### src/rtl/rsu_defs.vh
`ifndef RSU_DEFS_VH
`define RSU_DEFS_VH
// ----------------------------------------
// apb register byte offsets
// ----------------------------------------
`define RSU_CTRL_OFS      12'h000
`define RSU_STATUS_OFS    12'h004
`define RSU_START_OFS     12'h008
`define RSU_USERPIN_OFS   12'h00c
// ----------------------------------------
// control register fields
// ----------------------------------------
`define RSU_CTRL_SCHEME_LSB 0
`define RSU_CTRL_AUTO_BIT   2
`define RSU_CTRL_DECOMP_BIT 3
`define RSU_CTRL_SECURE_BIT 4
`define RSU_CTRL_CLK4_BIT   5
`define RSU_CTRL_RECFG_BIT  8
`define RSU_CTRL_RESET      6'h00
// ----------------------------------------
// configuration schemes
// ----------------------------------------
`define RSU_SCH_AS        2'h0
`define RSU_SCH_FPP       2'h1
`define RSU_SCH_PS        2'h2
`define RSU_SCH_PPA       2'h3
`define RSU_CONFIG_SCHEME_SELECT_REMOTE   4'h4
// ----------------------------------------
// parameter selector codes
// ----------------------------------------
`define RSU_P_STATUS      3'h0
`define RSU_P_WD_TIMEOUT  3'h2
`define RSU_P_WD_ENABLE   3'h3
`define RSU_P_PAGE        3'h4
`define RSU_P_CUR_CFG     3'h5
// ----------------------------------------
// reset values and crc polynomial
// ----------------------------------------
`define RSU_PAGE_RESET    7'h00
`define RSU_WDT_RESET     12'h000
`define RSU_CRC_POLY      16'h1021
`define RSU_CRC_INIT      16'hffff
`endif

### src/rtl/pin_sync.v
module pin_sync #(
  parameter WIDTH = 1
) (
  input  wire             ref_clk,
  input  wire             rst_q_n,
  input  wire             ce,
  input  wire [WIDTH-1:0] async_in,
  output wire [WIDTH-1:0] sync_out
);
  // ----------------------------------------
  // two flops per bit
  // ----------------------------------------
  genvar i;
  generate
    for (i = 0; i < WIDTH; i = i + 1) begin : g_bit
      reg meta_q;
      reg stab_q;
      always @(posedge ref_clk or negedge rst_q_n) begin
        if (!rst_q_n) begin
          meta_q <= 1'b0;
          stab_q <= 1'b0;
        end else if (ce) begin
          meta_q <= async_in[i];
          stab_q <= meta_q;
        end
      end
      assign sync_out[i] = stab_q;
    end
  endgenerate
endmodule // pin_sync

### src/rtl/frame_crc_check.v
`include "rsu_defs.vh"
module frame_crc_check (
  input  wire       ref_clk,
  input  wire       rst_q_n,
  input  wire       ce,
  input  wire       clear,
  input  wire [7:0] data,
  input  wire       data_valid,
  input  wire       frame_last,
  output reg        crc_error_q,
  output reg        frame_open_q
);
  reg  [15:0] crc_q;
  reg  [15:0] crc_d;
  integer     b;
  // ----------------------------------------
  // byte-wide crc, trailer included
  // ----------------------------------------
  always @* begin
    crc_d = crc_q;
    for (b = 7; b >= 0; b = b - 1) begin
      if (crc_d[15] ^ data[b]) begin
        crc_d = {crc_d[14:0], 1'b0} ^ `RSU_CRC_POLY;
      end else begin
        crc_d = {crc_d[14:0], 1'b0};
      end
    end
  end
  // a clean frame with its crc appended leaves zero
  always @(posedge ref_clk or negedge rst_q_n) begin
    if (!rst_q_n) begin
      crc_q        <= `RSU_CRC_INIT;
      crc_error_q  <= 1'b0;
      frame_open_q <= 1'b0;
    end else if (ce) begin
      crc_error_q <= 1'b0;
      if (clear) begin
        crc_q        <= `RSU_CRC_INIT;
        frame_open_q <= 1'b0;
      end else if (data_valid) begin
        if (frame_last) begin
          crc_q        <= `RSU_CRC_INIT;
          frame_open_q <= 1'b0;
          crc_error_q  <= (crc_d != 16'h0000);
        end else begin
          crc_q        <= crc_d;
          frame_open_q <= 1'b1;
        end
      end
    end
  end
endmodule // frame_crc_check

### src/rtl/remote_upgrade_page_select.v
// The implementer's own choices: the address map and register access over APB.
`include "rsu_defs.vh"
// Operation
// - selector 101 reads indicator, writes refused
// - indicator 0 factory, 1 application, resets 0
// - serial scheme passes 7-bit page internally
// - page expands to 24-bit start address
// - factory start address is all zeros
// - bit23 zero, page 22..16, low zero
// - serial scheme frees select pins as user
// - always fall back on error or watchdog; code falls back only in remote mode or with auto bit set
// - check frame crc, flag bad data
// - status pulse loads factory image; code does so only from application target, in remote mode or auto bit
// - decompress/security only parallel-4x or serial; code allows passive serial or parallel with clk4 bit
// - user access to shift, reset, watchdog
module remote_upgrade_page_select #(
  parameter PAGE_BITS = 7
) (
  input  wire        ref_clk,
  input  wire        rst_n,
  input  wire        ce,
  input  wire        psel,
  input  wire        penable,
  input  wire        pwrite,
  input  wire [11:0] paddr,
  input  wire [31:0] pwdata,
  output wire        pready,
  output reg  [31:0] prdata,
  output wire        pslverr,
  input  wire [2:0]  param_sel,
  input  wire        param_read,
  input  wire        param_write,
  input  wire [11:0] param_data_in,
  output reg  [11:0] param_data_out,
  output reg         param_busy,
  input  wire [3:0]  config_scheme_select,
  input  wire        remote_local_select,
  input  wire        config_status_n,
  input  wire        config_complete,
  input  wire [7:0]  config_data,
  input  wire        config_data_valid,
  input  wire        config_frame_last,
  input  wire        watchdog_timeout,
  input  wire        core_error,
  input  wire        user_shift_en,
  input  wire        user_shift_in,
  output wire        user_shift_out,
  output reg         logic_array_reset,
  output reg         watchdog_clear,
  input  wire        user_watchdog_reset,
  output reg         config_load_start,
  output reg  [23:0] config_start_address,
  output reg  [6:0]  page_start_internal,
  output reg         config_is_application,
  output reg  [2:0]  page_select_pins,
  output reg  [2:0]  page_select_pins_oe,
  output reg         feature_decomp_en,
  output reg         feature_secure_en
);
  // ----------------------------------------
  // reset release and pin synchronisers
  // ----------------------------------------
  reg        rst_m_q;
  reg        rst_q_n;
  wire [6:0] pins_s;
  always @(posedge ref_clk or negedge rst_n) begin
    if (!rst_n) begin
      rst_m_q <= 1'b0;
      rst_q_n <= 1'b0;
    end else begin
      rst_m_q <= 1'b1;
      rst_q_n <= rst_m_q;
    end
  end
  pin_sync #(
    .WIDTH    (7)
  ) i_pin_sync (
    .ref_clk  (ref_clk),
    .rst_q_n  (rst_q_n),
    .ce       (ce),
    .async_in ({config_scheme_select, remote_local_select,
                config_status_n, config_complete}),
    .sync_out (pins_s)
  );
  wire [3:0] config_scheme_select_s      = pins_s[6:3];
  wire       rlsel_s     = pins_s[2];
  wire       status_n_s  = pins_s[1];
  wire       complete_s  = pins_s[0];
  reg        status_n_q;
  reg        complete_q;
  wire       status_fall = status_n_q & ~status_n_s;
  wire       complete_rise = complete_s & ~complete_q;
  wire       remote_en   = (config_scheme_select_s == `RSU_CONFIG_SCHEME_SELECT_REMOTE);
  // ----------------------------------------
  // stored state
  // ----------------------------------------
  localparam ST_LOAD = 2'd0;
  localparam ST_RUN  = 2'd1;
  localparam ST_IDLE = 2'd2;
  reg [1:0]  state_q;
  reg [5:0]  ctrl_q;
  reg [6:0]  page_q;
  reg [11:0] wd_timeout_q;
  reg        wd_enable_q;
  reg [4:0]  reason_q;
  reg [5:0]  user_pin_q;
  reg [12:0] shift_q;
  reg        load_req_q;
  reg        app_target_q;
  wire [1:0] scheme     = ctrl_q[`RSU_CTRL_SCHEME_LSB +: 2];
  wire       auto_recfg = ctrl_q[`RSU_CTRL_AUTO_BIT];
  wire       as_mode    = (scheme == `RSU_SCH_AS);
  // ----------------------------------------
  // frame crc checking
  // ----------------------------------------
  wire crc_error;
  wire frame_open;
  frame_crc_check i_frame_crc_check (
    .ref_clk      (ref_clk),
    .rst_q_n      (rst_q_n),
    .ce           (ce),
    .clear        (config_load_start),
    .data         (config_data),
    .data_valid   (config_data_valid & (state_q == ST_LOAD)),
    .frame_last   (config_frame_last),
    .crc_error_q  (crc_error),
    .frame_open_q (frame_open)
  );
  // incomplete data: done seen mid-frame
  wire cfg_err   = crc_error | (complete_rise & frame_open);
  wire run_err   = watchdog_timeout & wd_enable_q;
  // recovery is forced on whenever remote update is on
  wire fall_ok   = remote_en | auto_recfg;
  wire fallback  = fall_ok & app_target_q &
                   (((state_q == ST_LOAD) & cfg_err) |
                    ((state_q == ST_RUN) & (run_err | core_error)) |
                    status_fall);
  // ----------------------------------------
  // apb decode
  // ----------------------------------------
  wire acc      = psel & penable;
  wire wr_ctrl  = acc & pwrite & (paddr == `RSU_CTRL_OFS);
  wire wr_upin  = acc & pwrite & (paddr == `RSU_USERPIN_OFS);
  wire mapped   = (paddr == `RSU_CTRL_OFS) |
                  (paddr == `RSU_STATUS_OFS) |
                  (paddr == `RSU_START_OFS) |
                  (paddr == `RSU_USERPIN_OFS);
  assign pready  = 1'b1;
  assign pslverr = acc & ~mapped;
  wire recfg_req = wr_ctrl & pwdata[`RSU_CTRL_RECFG_BIT];
  // ----------------------------------------
  // parameter port decode
  // ----------------------------------------
  wire legal_sel = (param_sel == `RSU_P_STATUS) |
                   (param_sel == `RSU_P_WD_TIMEOUT) |
                   (param_sel == `RSU_P_WD_ENABLE) |
                   (param_sel == `RSU_P_PAGE) |
                   (param_sel == `RSU_P_CUR_CFG);
  // writes only land while the factory image runs
  wire pwr_ok = param_write & legal_sel & ~app_target_q &
                (state_q == ST_RUN);
  reg [11:0] param_rd;
  always @* begin
    case (param_sel)
      `RSU_P_STATUS:     param_rd = {7'h00, reason_q};
      `RSU_P_WD_TIMEOUT: param_rd = wd_timeout_q;
      `RSU_P_WD_ENABLE:  param_rd = {11'h000, wd_enable_q};
      `RSU_P_PAGE:       param_rd = {5'h00, page_q};
      `RSU_P_CUR_CFG:    param_rd = {11'h000, app_target_q};
      default:           param_rd = 12'h000;
    endcase
  end
  // ----------------------------------------
  // sequencing and registers
  // ----------------------------------------
  always @(posedge ref_clk or negedge rst_q_n) begin
    if (!rst_q_n) begin
      state_q           <= ST_LOAD;
      ctrl_q            <= `RSU_CTRL_RESET;
      page_q            <= `RSU_PAGE_RESET;
      wd_timeout_q      <= `RSU_WDT_RESET;
      wd_enable_q       <= 1'b0;
      reason_q          <= 5'h00;
      user_pin_q        <= 6'h00;
      app_target_q      <= 1'b0;
      load_req_q        <= 1'b1;
      config_load_start <= 1'b0;
      logic_array_reset <= 1'b1;
      watchdog_clear    <= 1'b0;
      status_n_q        <= 1'b0; // synchroniser resets low, no false fall
      complete_q        <= 1'b0;
      param_busy        <= 1'b0;
      param_data_out    <= 12'h000;
    end else if (ce) begin
      status_n_q        <= status_n_s;
      complete_q        <= complete_s;
      config_load_start <= load_req_q;
      load_req_q        <= 1'b0;
      watchdog_clear    <= user_watchdog_reset;
      param_busy        <= (param_read | param_write) & legal_sel;
      if (param_read & legal_sel) begin
        param_data_out <= param_rd;
      end
      if (pwr_ok) begin
        case (param_sel)
          `RSU_P_WD_TIMEOUT: wd_timeout_q <= param_data_in;
          `RSU_P_WD_ENABLE:  wd_enable_q  <= param_data_in[0];
          `RSU_P_PAGE:       page_q       <= param_data_in[6:0];
          default:           page_q       <= page_q;
        endcase
      end
      if (wr_ctrl) begin
        ctrl_q <= pwdata[5:0];
      end
      if (wr_upin) begin
        user_pin_q <= pwdata[5:0];
      end
      case (state_q)
        ST_LOAD: begin
          logic_array_reset <= 1'b1;
          if (fallback) begin
            app_target_q <= 1'b0;
            load_req_q   <= 1'b1;
            reason_q     <= {3'b000, status_fall, cfg_err};
          end else if (complete_rise & ~cfg_err) begin
            state_q <= ST_RUN;
          end else if (cfg_err) begin
            state_q <= ST_IDLE;
          end
        end
        ST_RUN: begin
          logic_array_reset <= 1'b0;
          if (fallback) begin
            state_q      <= ST_LOAD;
            app_target_q <= 1'b0;
            load_req_q   <= 1'b1;
            reason_q     <= {run_err, 1'b0, core_error,
                             status_fall, 1'b0};
          end else if (recfg_req & ~app_target_q) begin
            state_q      <= ST_LOAD;
            app_target_q <= remote_en | ~rlsel_s;
            load_req_q   <= 1'b1;
            reason_q     <= 5'h08;
          end
        end
        ST_IDLE: begin
          logic_array_reset <= 1'b1;
          if (recfg_req) begin
            state_q    <= ST_LOAD;
            load_req_q <= 1'b1;
          end
        end
        default: begin
          state_q <= ST_LOAD;
        end
      endcase
    end
  end
  // ----------------------------------------
  // user shift register
  // ----------------------------------------
  always @(posedge ref_clk or negedge rst_q_n) begin
    if (!rst_q_n) begin
      shift_q <= 13'h0000;
    end else if (ce) begin
      if (user_shift_en) begin
        shift_q <= {user_shift_in, shift_q[12:1]};
      end else begin
        shift_q <= {app_target_q, page_q, reason_q};
      end
    end
  end
  assign user_shift_out = shift_q[0];
  // ----------------------------------------
  // start address and page pins
  // ----------------------------------------
  wire [6:0] page_used = page_q & ((7'h01 << PAGE_BITS) - 7'h01);
  always @(posedge ref_clk or negedge rst_q_n) begin
    if (!rst_q_n) begin
      config_start_address  <= 24'h00_0000;
      page_start_internal   <= 7'h00;
      config_is_application <= 1'b0;
      page_select_pins      <= 3'h0;
      page_select_pins_oe   <= 3'h0;
      feature_decomp_en     <= 1'b0;
      feature_secure_en     <= 1'b0;
    end else if (ce) begin
      config_is_application <= app_target_q;
      if (as_mode & app_target_q) begin
        page_start_internal  <= page_used;
        config_start_address <= {1'b0, page_used,
                                 16'h0000};
      end else begin
        page_start_internal  <= 7'h00;
        config_start_address <= 24'h00_0000;
      end
      if (as_mode) begin
        page_select_pins    <= user_pin_q[2:0];
        page_select_pins_oe <= user_pin_q[5:3];
      end else begin
        page_select_pins    <= app_target_q ? page_q[2:0] : 3'h0;
        page_select_pins_oe <= 3'h7;
      end
      feature_decomp_en <= ctrl_q[`RSU_CTRL_DECOMP_BIT] &
                           ((scheme == `RSU_SCH_PS) |
                            ((scheme == `RSU_SCH_FPP) &
                             ctrl_q[`RSU_CTRL_CLK4_BIT]));
      feature_secure_en <= ctrl_q[`RSU_CTRL_SECURE_BIT] &
                           ((scheme == `RSU_SCH_PS) |
                            ((scheme == `RSU_SCH_FPP) &
                             ctrl_q[`RSU_CTRL_CLK4_BIT]));
    end
  end
  // ----------------------------------------
  // apb read data
  // ----------------------------------------
  always @* begin
    case (paddr)
      `RSU_CTRL_OFS:    prdata = {26'h000_0000, ctrl_q};
      `RSU_STATUS_OFS:  prdata = {16'h0000, feature_secure_en,
                                  feature_decomp_en, rlsel_s,
                                  remote_en, state_q, reason_q,
                                  wd_enable_q, page_q[2:0],
                                  config_is_application};
      `RSU_START_OFS:   prdata = {8'h00, config_start_address};
      `RSU_USERPIN_OFS: prdata = {26'h000_0000, user_pin_q};
      default:          prdata = 32'h0000_0000;
    endcase
  end
endmodule // remote_upgrade_page_select

### config.mk
export PLATFORM = sky130hd
export DESIGN_NAME = remote_upgrade_page_select
export DESIGN_NICKNAME = d
export VERILOG_FILES = /design/src/rtl/pin_sync.v /design/src/rtl/frame_crc_check.v /design/src/rtl/remote_upgrade_page_select.v
export VERILOG_INCLUDE_DIRS = /design/src /design/src/rtl
export SDC_FILE = /design/constraint.sdc
export NUM_CORES = 1
export LEC_CHECK = 0
export ABC_AREA = 0
export BUFFER_PORTS_ARGS = -buffer_cell sky130_fd_sc_hd__buf_2
export CAP_MARGIN = 20
export CORE_AREA = 5 5 111 113
export DETAILED_ROUTE_END_ITERATION = 16
export DIE_AREA = 0 0 116 118
export PLACE_DENSITY = 0.91
export SYNTH_ARGS = -nofsm -noshare
export SYNTH_HDL_FRONTEND = slang
export SYNTH_SLANG_ARGS = --single-unit
### constraint.sdc
create_clock -name ref_clk -period 7.2 [get_ports ref_clk]
set_input_delay 0.36 -clock ref_clk [delete_from_list [all_inputs] [get_ports ref_clk]]
set_output_delay 0.36 -clock ref_clk [all_outputs]
set_load 0.02 [all_outputs]
[Yosys cells after proc, flatten, opt, wreduce, memory -nomap -nowiden]
Cells that the tools add are included.
Cells by class
  shift operators: 0
  reductions and logical operators: 19
  mux-type cells: 46
  multiply operators: 0
  div/mod/pow operators: 0
  magnitude comparators: 0
  add/sub/neg operators: 0
  bitwise operators: 63
  equal/unequal tests: 17
Operators with widths (number)
  $mux 13: 9
  $pmux 24 s4: 1
  $pmux 12 s5: 1
  $mux 16: 3
  $and 1x1->1: 26
  $eq 12x4->1 const B: 2
  $not 3->3: 8
  $mux 23: 1
  $reduce_bool 16->1: 1
  $mux 5: 3
  $or 1x1->1: 15
  $mux 1: 13
  $eq 12x3->1 const B: 1
  $logic_not 12->1: 1
  $mux 2: 6
  $pmux 5 s2: 1
  $reduce_and 2->1: 5
  $mux 3: 3
  $reduce_and 3->1: 3
  $xor 1x1->1: 8
  $mux 7: 1
  $eq 3x2->1 const B: 2
  $eq 3x3->1 const B: 2
  $ne 2x2->1 const B: 3
  other kinds (14): 26
Storage, ports and cells
  memory bits (writable): 0
  output and inout port bits: 91
  register bits after elaboration: 146
  memories kept: 0
  latch bits: 0
  ROM bits: 0
  bits of input ports: 89
  word-level logic and storage cells: 188

[Depth between registers and ports, before layout]
  depth in word-level cells: 20
  mapped depth: 8

[Modules after synthesis]
From an unflattened synthesis, not the netlist that was laid out.
Second synthesis, totals
  cells, all modules: 569
  area total of the unflattened synthesis: 6138.4 µm²
Modules (own cells, without submodules)
  remote_upgrade_page_select: cells an instance 433, times used 1, area an instance 4553.1 µm²
  frame_crc_check: cells an instance 100, times used 1, area an instance 1013.5 µm²
  pin_sync: cells an instance 36, times used 1, area an instance 571.8 µm²

[Worst setup path after synthesis]
No wires, ideal clock.
  path type: input to register
  from: in paddr[1]
  to: reg state_q[0]
  stages: 5
  arrival: 2.504 ns
  slack: 4.569 ns
  cell sequence: or4_4 or4_4 or4_4 a211oi_2 mux2_1
On the way
  cells in the longest elaborated chain, start to end: 6
Ends and longest elaborated chain
  from (decl): RTL line remote_upgrade_page_select.v:25  | input wire [11:0] paddr,
  $logic_not 12->1 (no source line) *
  $and 1x1->1 *: RTL line remote_upgrade_page_select.v:142  | wire wr_ctrl = acc & pwrite & (paddr == `RSU_CTRL_OFS);
  $and 1x1->1 *: RTL line remote_upgrade_page_select.v:150  | wire recfg_req = wr_ctrl & pwdata[`RSU_CTRL_RECFG_BIT];
  $and 1x1->1: RTL line remote_upgrade_page_select.v:239  | end else if (recfg_req & ~app_target_q) begin
  $ne 3x2->1 (no source line)
  $reduce_and 5->1 (no source line) *
  to (signal assigned): RTL line remote_upgrade_page_select.v:234  | state_q <= ST_LOAD;
  to (signal assigned): RTL line remote_upgrade_page_select.v:240  | state_q <= ST_LOAD;
  to (signal assigned): RTL line remote_upgrade_page_select.v:249  | state_q <= ST_LOAD;
  to (decl): RTL line remote_upgrade_page_select.v:100  | reg [1:0] state_q;
Every way passes the cells marked *; elsewhere a longest branch is shown, timed or not.
A chain may end at the register's enable or synchronous reset.

[Worst setup path after layout]
  from: in paddr[1]
  to: out prdata[7]
On the way
  cells in the longest elaborated chain, start to end: 2
Ends and longest elaborated chain
  $eq 12x4->1, or another cell as far along: RTL line remote_upgrade_page_select.v:318  | case (paddr)
  $pmux 24 s4 *: RTL line remote_upgrade_page_select.v:318
  to (decl): RTL line remote_upgrade_page_select.v:28  | output reg [31:0] prdata,
Marks and branches as above.

==> results.tsv <==
stage	metric	value	unit
run_status	outcome	completed	
placement	dp_hpwl	10.3	mm
floorplanning	die_area	13700	µm²
sta	fmax	0.319	GHz
synth	yosys.area.top_type	dfrtp_1	
route	drtIter0Drc	305	
final_layout	fillCellCount	838	
sta	skew	0.00519	ns
clocking	cts_tree	done	
pwr	vdd_drop_max	0.194	mV
critical_path	path_buf_inv	2	
placement	gp_congestion	0.828	
critical_path	r2r_slack	4.58	ns
route	via_count	4709	
final_layout	layout_commonest_cell	buf_2	
synth	ys_seq_elements	122	
pwr	p_switching	658	µW
critical_path	cp_slowest_stage_delay	0.71	ns
global_routing	grt_overflow	0	
critical_path	crit_chain	buf_2 > or4_4 > or4_4 > nor3_1 > and2_1 > buf_2	
synth	async_reset_ff_share	100	%
pwr	pwr-share-comb	20.1	%
synth	synth_area	6000	µm²
sta	maxSlewViolCount	0	
route	wl	14.8	mm
synth	ys_warn_count	0	
final_layout	nets	762	
sta	rsz0062_at_grt	false	
sta	hold_viol_final	0	
floorplanning	core-area	11200	µm²
global_routing	grt_pass1_wl	24.0	mm
synth	synth.avg_cell_area	10.7	µm²
hold_path	worstHoldPathType	in -> reg	
global_routing	track_usage	22.3	%
floorplanning	die_x	116	µm
clocking	max-clock-path-buffers	2	
run	drv_cap	0	
synth	synthDistinctLibCells	53	
sta	fin_crit_sh	43.5	%
synth	ys.flop_type	dfrtp_1	
clocking	cts_buffers	17	
critical_path	path_class	in -> out	
critical_path	cp_max_fo	14	
global_routing	grt_pass1_vias	4642	
global_routing	grt_max_degree	87	
final_layout	synthToLayoutAreaGrowth	20.2	%
clocking	postCtsResizedCells	0	
pwr	power	2.24	mW
clocking	htree_levels	4	
placement	placement.io_buffers	127	
critical_path	endpoint_kind	output port	
clocking	cts_root_buf	clkbuf_16	
clocking	clock-sinks	122	
final_layout	layout-drive-gt1-share	35.1	%
sta	worstMarginPinSlew	0.879	ns
pwr	powerDensity	310	nW/µm²
pwr	intPower	1.58	mW
global_routing	antenna_found_initial	2	
pwr	seqPwrFrac	40.6	%
critical_path	cp_top_family	simple AND/OR/NAND/NOR gates	
pwr	swShare	29.4	%
floorplanning	row_count	39	
clocking	clkSlewWorstSetupHoldPaths	0.05	ns
route	route.detailed.drc	0	
critical_path	worstSetupStartpointType	input port	
clocking	clk_latency	0.42	ns
floorplanning	die_h	118	µm
critical_path	required	6.84	ns
sta	max_slew_margin	41.0	%
critical_path	cp_slowest_cell	nor3_1	
route	vias_per_cell	5.67	
pwr	p_clk_share	39.3	%
route	drt_first_pass_iters	5	
pwr	leakage	3.47	nW
route	antenna_left	0	
sta	period_needed	3.14	ns
synth	netlist_instances	563	
route	wl_per_cell	17.8	µm
synth	synth-seq-area-share	51.3	%
floorplanning	ios	180	
floorplanning	initial_core_util	53.4	%
synth	synth_edf_count	0	
synth	synth_area_leaders	dfrtp_1, mux2_2, dfstp_2, buf_4, mux2i_1	
critical_path	crit_arrival	2.78	ns
sta	finalSetupViolCount	0	
final_layout	final_cell_mix	buf_2, dfrtp_1, nor2_1	
synth	synth.top_cell.area_share	43.4	%
sta	tns	0	ns
-- metal layers --
layer / global-route usage (%) / vias up / wire length, µm
li1: - / 2143 / -
met1: 28.1 / 2282 / 5760
met2: 36.9 / 233 / 7490
met3: 6.38 / 49 / 1200
met4: 6.74 / 2 / 350
met5: 0 / - / 13
-- flip-flops by register name, summed over array words and instances (netlist names), 7 cells and up --
register,count
param_data_out,12
i_pin_sync.g_bit.meta_q,7
wd_timeout_q,12
i_frame_crc_check.crc_q,16
shift_q,13
i_pin_sync.g_bit.stab_q,7
config_start_address,7
page_q,7
-- cell usage after synthesis, drive strengths merged, types with 2 or more instances --
library cell	n
a21oi	36
nor3b	3
conb	2
o22a	5
and4	2
xnor2	17
a31oi	10
a311o	2
nor4	6
a22oi	3
or4	5
inv	10
o2bb2ai	4
o31ai	4
buf	38
nand2	33
nor2	59
nor2b	9
mux2i	25
and2	15
nand3	6
or2	2
o211ai	2
nor3	5
mux2	53
xor2	7
nand4	3
dfstp	18
and3	3
clkbuf	29
dfrtp	104
o21ai	21
a22o	7
-- metrics by stage --
step	worst slack, ns	hold WS [ns]	area [µm²]	std cells	util, %
6_report	4.07	0.171	7210	830	64.3
5_1_grt	3.94	0.166	7210	830	64.3
4_1_cts	4.07	0.163	7170	827	63.9
3_5_place_dp	3.87	0.148	6550	794	58.4
3_3_place_gp	3.94	0.145	6550	794	58.4
2_1_floorplan	3.58	0.0644	6100	589	-
-- path summary, 6_finish.rpt --
path                                         from                                      to  depth (start not counted)
setup / recovery                         paddr[1]                               prdata[7]                          6
hold / removal                    config_status_n  i_pin_sync.g_bit[1].meta_q$_DFFE_PN0P_                          2
setup reg to reg           state_q[0]$_DFFE_PN0P_            wd_timeout_q[10]$_DFFE_PN0P_                          4
hold reg to reg                 rst_q_n$_DFF_PN0_                  complete_q$_DFFE_PN0P_                          0
max in group asynchronous       rst_q_n$_DFF_PN0_             wd_timeout_q[7]$_DFFE_PN0P_                          2
min in group asynchronous                   rst_n                       rst_q_n$_DFF_PN0_                          2
-- worst register-to-register path, cell delays in order (launching register included) --
cell	delay, ns
dfrtp_1	0.54
nor2b_1	0.29
nor3b_1	0.58
and4_1	0.68
mux2_2	0.41
-- power by group through the flow --
stage / logic, mW / clock network [mW] / registers [mW]
finish: 0.451 / 0.880 / 0.908
floorplan: 0.337 / 0 / 0.904
global placement: 0.411 / 0 / 0.907
global route: 0.497 / 0.927 / 0.922
CTS: 0.447 / 0.886 / 0.906
detailed placement: 0.434 / 0 / 0.917
-- repair_timing --
item | in CTS | in global routing
setup buffers | 0 | 0
hold buffers | 1 | 0
hold endpoints to repair | 2 | 0
-- cells by family after synthesis --
group,count (synthesis),synth area share (%)
muxes,78,14.1
AOI/OAI and AO/OA,104,11.1
xor gates and xnor gates,24,3.50
DFF,122,51.3
other,2,0.125
and+or+nand+nor,156,12.9
buffers and inverters,77,6.95
-- cell type report --
class                           count  area [µm²]  area share (%)
Sequential cell                   122        3080            42.7
Clock buffer                       21         470            6.52
Multi-Input combinational cell    390        2600            36.1
Clock inverter                     11         144            2.00
Tap cell                          143         179            2.48
Inverter                           10        37.5           0.520
Antenna cell                        1        2.50          0.0347
Timing Repair Buffer              132         696            9.65
Note: power is estimated with default switching activity, not from simulation.
